**config.mk**
```make
export PLATFORM = sky130hd
export DESIGN_NAME = ieg_idle_gating
export DESIGN_NICKNAME = d
export VERILOG_FILES = /design/src/verilog/ieg_pkg.sv /design/src/verilog/ieg_idle_gating.sv
export VERILOG_INCLUDE_DIRS = /design/src /design/src/verilog
export SDC_FILE = /design/constraint.sdc
export NUM_CORES = 1
export LEC_CHECK = 0
export BUFFER_PORTS_ARGS = -buffer_cell sky130_fd_sc_hd__clkbuf_2
export CORE_ASPECT_RATIO = 0.5
export CORE_UTILIZATION = 48
export CTS_CLUSTER_SIZE = 16
export DETAILED_ROUTE_END_ITERATION = 16
export PLACE_DENSITY = 0.83
export RECOVER_POWER = 25
export SLEW_MARGIN = 0
export SYNTH_ARGS = -nofsm -noshare
export SYNTH_HDL_FRONTEND = slang
export SYNTH_SLANG_ARGS = --single-unit
```
**constraint.sdc**
```tcl
create_clock -name core_clk_i -period 2.42 [get_ports core_clk_i]
set_clock_uncertainty 0.1 [all_clocks]
set_input_delay 0 -clock core_clk_i [delete_from_list [all_inputs] [get_ports core_clk_i]]
set_output_delay 0 -clock core_clk_i [all_outputs]
set_load 0.005 [all_outputs]
```
**src/verilog/ieg_regs.svh**
```systemverilog
`ifndef IEG_REGS_SVH
`define IEG_REGS_SVH
`define IEG_NMOD      16
`define IEG_M_CPU     0
`define IEG_M_CPUREG  1
`define IEG_M_DMA     2
`define IEG_M_HPI     3
`define IEG_M_INSTRUCTION_CACHE  4
`define IEG_M_EXTERNAL_MEMORY_INTERFACE    5
`define IEG_M_TIMER   6
`define IEG_M_WDOG    7
`define IEG_M_OSTICK  8
`define IEG_M_GPIO    9
`define IEG_M_PGPIO   10
`define IEG_M_BSP0    11
`define IEG_M_BSP1    12
`define IEG_M_BSP2    13
`define IEG_M_I2C     14
`define IEG_M_UART    15
`define IEG_NBSP      3
`define IEG_ZERO16    16'h0000
`define IEG_ZERO3     3'h0
`endif
```
**src/verilog/ieg_pkg.sv**
```systemverilog
`default_nettype none
`include "ieg_regs.svh"
package ieg_pkg;
	typedef enum logic [1:0] {
		IEG_RUN    = 2'b00,
		IEG_DRAIN  = 2'b01,
		IEG_IDLE   = 2'b10
	} ieg_state_t;
	// per-module activity and selection vectors
	typedef struct packed {
		logic [`IEG_NMOD-1:0] sel;
		logic [`IEG_NMOD-1:0] busy;
	} ieg_mod_t;
	// serial port configuration
	typedef struct packed {
		logic [`IEG_NBSP-1:0] ext_clk;
		logic [`IEG_NBSP-1:0] transmitter_reset_n;
		logic [`IEG_NBSP-1:0] receiver_reset_n;
		logic [`IEG_NBSP-1:0] dma_req;
	} ieg_bsp_t;
endpackage : ieg_pkg
`default_nettype wire

```
**src/verilog/ieg_idle_gating.sv**
```systemverilog
// Overview of operation
// - only modules selected in the captured control idle; others keep clocks
// - core clock gates only after its pipeline has fully stopped
// - core-side controllers and config registers idle only after the core stops
// - dma finishes its current transfer, else idles immediately
// - dma wakes temporarily during idle for serial-port transfers, then re-idles
// - host port idles immediately; software guarantees no host access
// - cache finishes current fill or fetch, else idles at once
// - timers, watchdog, tick timer, gpio ports idle immediately
// - external-clocked serial port finishes current activity, else idles at once
// - idle serial port wakes for dma exchange then returns to idle
// - internal-clocked serial port idles only with both halves held in reset
// - internal-clocked serial port refuses idle while either half is active
// - i2c finishes current bus activity, else idles at once
// - uart finishes current activity, else idles at once
// - idle instruction copies idle control into idle status, driving gating
// - memory interface idles after dma has idled, else immediately
`default_nettype none
`include "ieg_regs.svh"
module ieg_idle_gating
	import ieg_pkg::*;
(
	// clock and reset
	input  wire logic                 core_clk_i,
	input  wire logic                 rst_n_i,
	// idle request and control
	input  wire logic                 idle_instr_i,
	input  wire logic                 wake_i,
	input  wire logic [`IEG_NMOD-1:0] idle_control_reg_i,
	// module activity
	input  wire logic                 pipeline_stopped_i,
	input  wire logic [`IEG_NMOD-1:0] busy_i,
	input  wire ieg_bsp_t             bsp_i,
	// status and gating
	output logic [`IEG_NMOD-1:0]      idle_status_reg_o,
	output logic [`IEG_NMOD-1:0]      idle_ack_o,
	output logic [`IEG_NMOD-1:0]      clk_gate_o,
	output logic                      idle_active_o
);

	ieg_state_t           state_r;
	logic [`IEG_NMOD-1:0] status_r;
	logic [`IEG_NMOD-1:0] ack_r;
	logic [`IEG_NMOD-1:0] gate_r;
	logic [`IEG_NMOD-1:0] ack_nxt;
	logic [`IEG_NMOD-1:0] gate_nxt;
	logic [`IEG_NMOD-1:0] ready;
	logic [`IEG_NMOD-1:0] immed;
	logic [`IEG_NBSP-1:0] bsp_ok;
	logic                 core_stop;

	// serial port may idle at all
	function automatic logic bsp_allowed(input logic ext, input logic tx_n, input logic rx_n);
		bsp_allowed = ext | (~tx_n & ~rx_n);
	endfunction : bsp_allowed

	assign core_stop = ack_r[`IEG_M_CPU];

	genvar gi;
	generate
		for (gi = 0; gi < `IEG_NBSP; gi = gi + 1) begin : g_bsp
			assign bsp_ok[gi] = bsp_allowed(bsp_i.ext_clk[gi],
				bsp_i.transmitter_reset_n[gi], bsp_i.receiver_reset_n[gi]);
		end
	endgenerate

	// modules that ignore activity
	always_comb begin
		immed = `IEG_ZERO16;
		immed[`IEG_M_HPI]    = 1'b1;
		immed[`IEG_M_TIMER]  = 1'b1;
		immed[`IEG_M_WDOG]   = 1'b1;
		immed[`IEG_M_OSTICK] = 1'b1;
		immed[`IEG_M_GPIO]   = 1'b1;
		immed[`IEG_M_PGPIO]  = 1'b1;
	end

	// per-module entry condition
	always_comb begin
		ready = immed | ~busy_i;
		ready[`IEG_M_CPU]    = pipeline_stopped_i;
		ready[`IEG_M_CPUREG] = core_stop;
		ready[`IEG_M_EXTERNAL_MEMORY_INTERFACE]   = ~busy_i[`IEG_M_DMA] | ack_r[`IEG_M_DMA];
		ready[`IEG_M_DMA]    = ~busy_i[`IEG_M_DMA];
		ready[`IEG_M_BSP0]   = ready[`IEG_M_BSP0] & bsp_ok[0];
		ready[`IEG_M_BSP1]   = ready[`IEG_M_BSP1] & bsp_ok[1];
		ready[`IEG_M_BSP2]   = ready[`IEG_M_BSP2] & bsp_ok[2];
	end

	// idle sequencing state
	always_ff @(posedge core_clk_i) begin
		if (!rst_n_i) begin
			state_r <= IEG_RUN;
		end else begin
			case (state_r)
				IEG_RUN: begin
					if (idle_instr_i && idle_control_reg_i != `IEG_ZERO16) begin
						state_r <= IEG_DRAIN;
					end
				end
				IEG_DRAIN: begin
					if (wake_i) begin
						state_r <= IEG_RUN;
					end else if (ack_nxt == status_r) begin
						state_r <= IEG_IDLE;
					end
				end
				IEG_IDLE: begin
					if (wake_i) begin
						state_r <= IEG_RUN;
					end
				end
				default: begin
					state_r <= IEG_RUN;
				end
			endcase
		end
	end

	// status capture on idle instruction
	always_ff @(posedge core_clk_i) begin
		if (!rst_n_i) begin
			status_r <= `IEG_ZERO16;
		end else if (wake_i) begin
			status_r <= `IEG_ZERO16;
		end else if (idle_instr_i && state_r == IEG_RUN) begin
			status_r <= idle_control_reg_i;
		end
	end

	// acknowledge and gate, sticky once entered except auto-wake ports
	always_comb begin
		ack_nxt  = ack_r;
		gate_nxt = gate_r;
		if (state_r != IEG_RUN) begin
			ack_nxt = (ack_r | ready) & status_r;
			// dma and serial ports reopen while they move data
			ack_nxt[`IEG_M_DMA] = status_r[`IEG_M_DMA] & ready[`IEG_M_DMA] &
				~(|bsp_i.dma_req);
			ack_nxt[`IEG_M_BSP0] = status_r[`IEG_M_BSP0] & ready[`IEG_M_BSP0] &
				~bsp_i.dma_req[0];
			ack_nxt[`IEG_M_BSP1] = status_r[`IEG_M_BSP1] & ready[`IEG_M_BSP1] &
				~bsp_i.dma_req[1];
			ack_nxt[`IEG_M_BSP2] = status_r[`IEG_M_BSP2] & ready[`IEG_M_BSP2] &
				~bsp_i.dma_req[2];
			gate_nxt = ack_r & ack_nxt;
		end
	end

	always_ff @(posedge core_clk_i) begin
		if (!rst_n_i || wake_i || state_r == IEG_RUN) begin
			ack_r  <= `IEG_ZERO16;
			gate_r <= `IEG_ZERO16;
		end else begin
			ack_r  <= ack_nxt;
			gate_r <= gate_nxt;
		end
	end

	// registered outputs
	always_ff @(posedge core_clk_i) begin
		if (!rst_n_i) begin
			idle_active_o <= 1'b0;
		end else begin
			idle_active_o <= (state_r == IEG_IDLE) && !wake_i;
		end
	end

	assign idle_status_reg_o = status_r;
	assign idle_ack_o        = ack_r;
	assign clk_gate_o        = gate_r;
endmodule : ieg_idle_gating
`default_nettype wire

```
==> flow_summary.ini <==
[status]
run_status = finished clean

[timing]
setup_viol = 0
relSlewSlack_pct = 57.43
fmax_ghz = 0.4731
tns_ps = 0
worstMarginPinSlew_ps = 638.6
period_share_pct = 87.34
hold_viol = 0
period_needed_ps = 2114
slew_violations = 0
grt_setup_unrepaired = false

[clock_tree]
clockRootBuffer = clkbuf_8
htreeDepth = 2
cts_sinks = 51
cts.clk_slew.worst_paths_ps = 80
numCtsBuffers = 5
cts.repair.resized = 0
clk_latency_ps = 300
cts_buffer_depth = 2
cts_tree = built

[power]
p_leak_nw = 1.271
seqPwrFrac_pct = 53.2
finalPower_mw = 1.640
ir_drop_v = 0.0003620
p_comb_share_pct = 14.2
p_clk_share_pct = 32.6
p_int_mw = 1.224
power.density_mw_per_mm2 = 575.6
switching_share_pct = 25.36
power_switching_mw = 0.4159

[worst_setup_path]
worst_ep_arrival_time_ps = 2260
cp_max_fo = 3
start_kind = primary input
r2r_slack_ps = 330
worst_ep_required_time_ps = 2570
cp-end-kind = flop
timing_worst_setup_path_type = in -> reg

[routing]
wl_per_cell_um = 15.31
viasPerCell = 5.514
drc = 0
via_count = 2178
drt-initial-drc-count = 157
routed_wl_mm = 6.048
first_pass_iters = 7
ant_nets = 0

[global_route]
grt_max_degree = 27
grt_pass1_wl_mm = 9.315
antenna_found_initial = 0
grt-ovfl-total = 0
grt_pass1_vias = 2015
grt_use_total_pct = 29.17

[yosys]
ys.warnings.count = 0
synth_edf_count = 0
ys_seq_area_share_pct = 52.27
synth_nets = 271
netlist_instances = 222
synth_ff_type = dfxtp_1
async_flop_share_pct = 0
synth.avg_cell_area_um2 = 8.798
ys_ff_latch = 51
synth_cell_types = 35
netlist_area_mm2 = 0.001953

[flow_run]
maxCapViolations = 0

[placed_design]
dp_hpwl_mm = 4.021
io_buffer_count = 88
placed_area_mm2 = 0.002450
gp_congestion = 0.7801

[cells_and_area]
diodes = 0
nNetsFinal = 392
final_area_mm2 = 0.002849
drive_above_1_share_pct = 27.91
areaGrowthSynthToFinish_pct = 45.87

[floorplanning]
die_w_um = 92.21
dieHeight_um = 47.11
pin_count = 98
core_mm2 = 0.003660
rows = 15
die-area_mm2 = 0.004344
initial_utilization_pct = 53.37

[min_path]
hold_path.class = in -> reg
## cell families after synthesis
kind of cell	count (synthesis)	share of synthesized area [%]
AND/OR/NAND/NOR	107	27.29
flip-flops	51	52.27
AO/OA/AOI/OAI	39	13.39
buffers and inverters	17	3.459
XOR/XNOR	8	3.588
## synthesized netlist by cell type, types with 4 or more instances
cell type / instances / area [um^2]
a21oi_1: 18 / 90.09
a31oi_1: 4 / 25.02
and2_1: 9 / 56.30
and3_1: 13 / 81.33
clkbuf_1: 6 / 22.52
dfxtp_1: 51 / 1021
inv_1: 8 / 30.03
nand2_1: 43 / 161.4
nand2b_1: 6 / 37.54
nor2_1: 16 / 60.06
nor4_1: 9 / 56.30
xnor2_1: 6 / 52.55
## stage by stage
step | hold slack, ps | util (%) | cells | setup WS [ps]
4_1_cts | 9.647 | 78.15 | 395 | 329.5
6_report | 7.545 | 77.85 | 395 | 306.5
2_1_floorplan | -6.783 | - | 222 | 800.5
3_3_place_gp | 98.35 | 66.94 | 356 | 528.6
5_1_grt | 32.38 | 77.85 | 395 | 228.7
3_5_place_dp | 104.2 | 66.94 | 356 | 470.7
## cell usage in the layout (no fill, tap or decap)
cell,Yosys,final
a2111oi_0,1,1
a21oi_1,18,18
a222oi_1,1,1
a311o_1,1,1
a31o_1,1,1
a31oi_1,4,4
a32o_1,1,1
a32oi_1,1,1
a41oi_1,1,1
and2_1,9,9
and3_1,13,13
and3_2,1,1
buf_1,0,1
buf_4,0,4
clkbuf_1,6,9
clkbuf_2,0,79
clkbuf_8,0,7
dfxtp_1,51,51
dlygate4sd3_1,0,31
inv_1,8,8
nand2_1,43,43
nand2b_1,6,6
nand4_1,2,2
nor2_1,16,16
nor2b_1,1,1
nor3_1,3,3
nor3b_1,1,1
nor4_1,9,9
nor4_2,2,2
o2111a_1,1,1
o211a_1,1,1
o211ai_1,1,1
o21ai_0,3,3
o221a_2,2,2
o22ai_1,1,1
o2bb2ai_1,1,1
or2_2,1,1
xnor2_1,6,6
xor2_1,2,2
## path summary, 6_finish.rpt
path | startpoint | to | depth (start not counted)
setup / recovery | busy_i[12] | state_r[1] | 8
hold reg to reg | idle_ack_o[13] | clk_gate_o[13] | 2
hold / removal | busy_i[13] | idle_ack_o[13] | 4
setup reg to reg | state_r[1] | state_r[1] | 6
## worst max-delay path, stage by stage
cell           delay [ps]
dlygate4sd3_1         550
clkbuf_2              110
nor2_1                 90
dlygate4sd3_1         580
o21ai_0               150
and3_1                210
nor4_1                370
a31o_1                210
## timing repair
item	in CTS	in global routing
hold buffers	31	0
setup buffers	0	0
endpoints found under the hold margin	26	0
## final cells by class
cell class | count | area, um^2
clock buffer | 8 | 100.1
tap | 51 | 63.81
multi-input combinational | 154 | 864.6
sequential | 51 | 1021
timing repair buffer | 123 | 769.5
inverter | 8 | 30.03
fill | 267 | 810.8
## power by group through the flow
stage | Sequential [mW] | Clock, mW | Combinational [mW]
after floorplan | 0.887 | 0 | 0.106
after global placement | 0.890 | 0 | 0.178
after detailed placement | 0.890 | 0 | 0.184
after CTS | 0.871 | 0.529 | 0.224
after global routing | 0.875 | 0.571 | 0.253
final | 0.873 | 0.535 | 0.232
## routing by layer
metal  GRT usage, %  wire length [um]
met3          6.796               530
met4          14.37               121
met1          35.76              2541
met5              0                 0
met2          51.19              2855
## flip-flops by register name, indices dropped and copies added, names as in the netlist
| register | cells |
|---|---|
| clk_gate_o | 16 |
| idle_ack_o | 16 |
| idle_status_reg_o | 16 |
| state_r | 2 |
| idle_active_o | 1 |
Power figures use the tool's default switching activity.
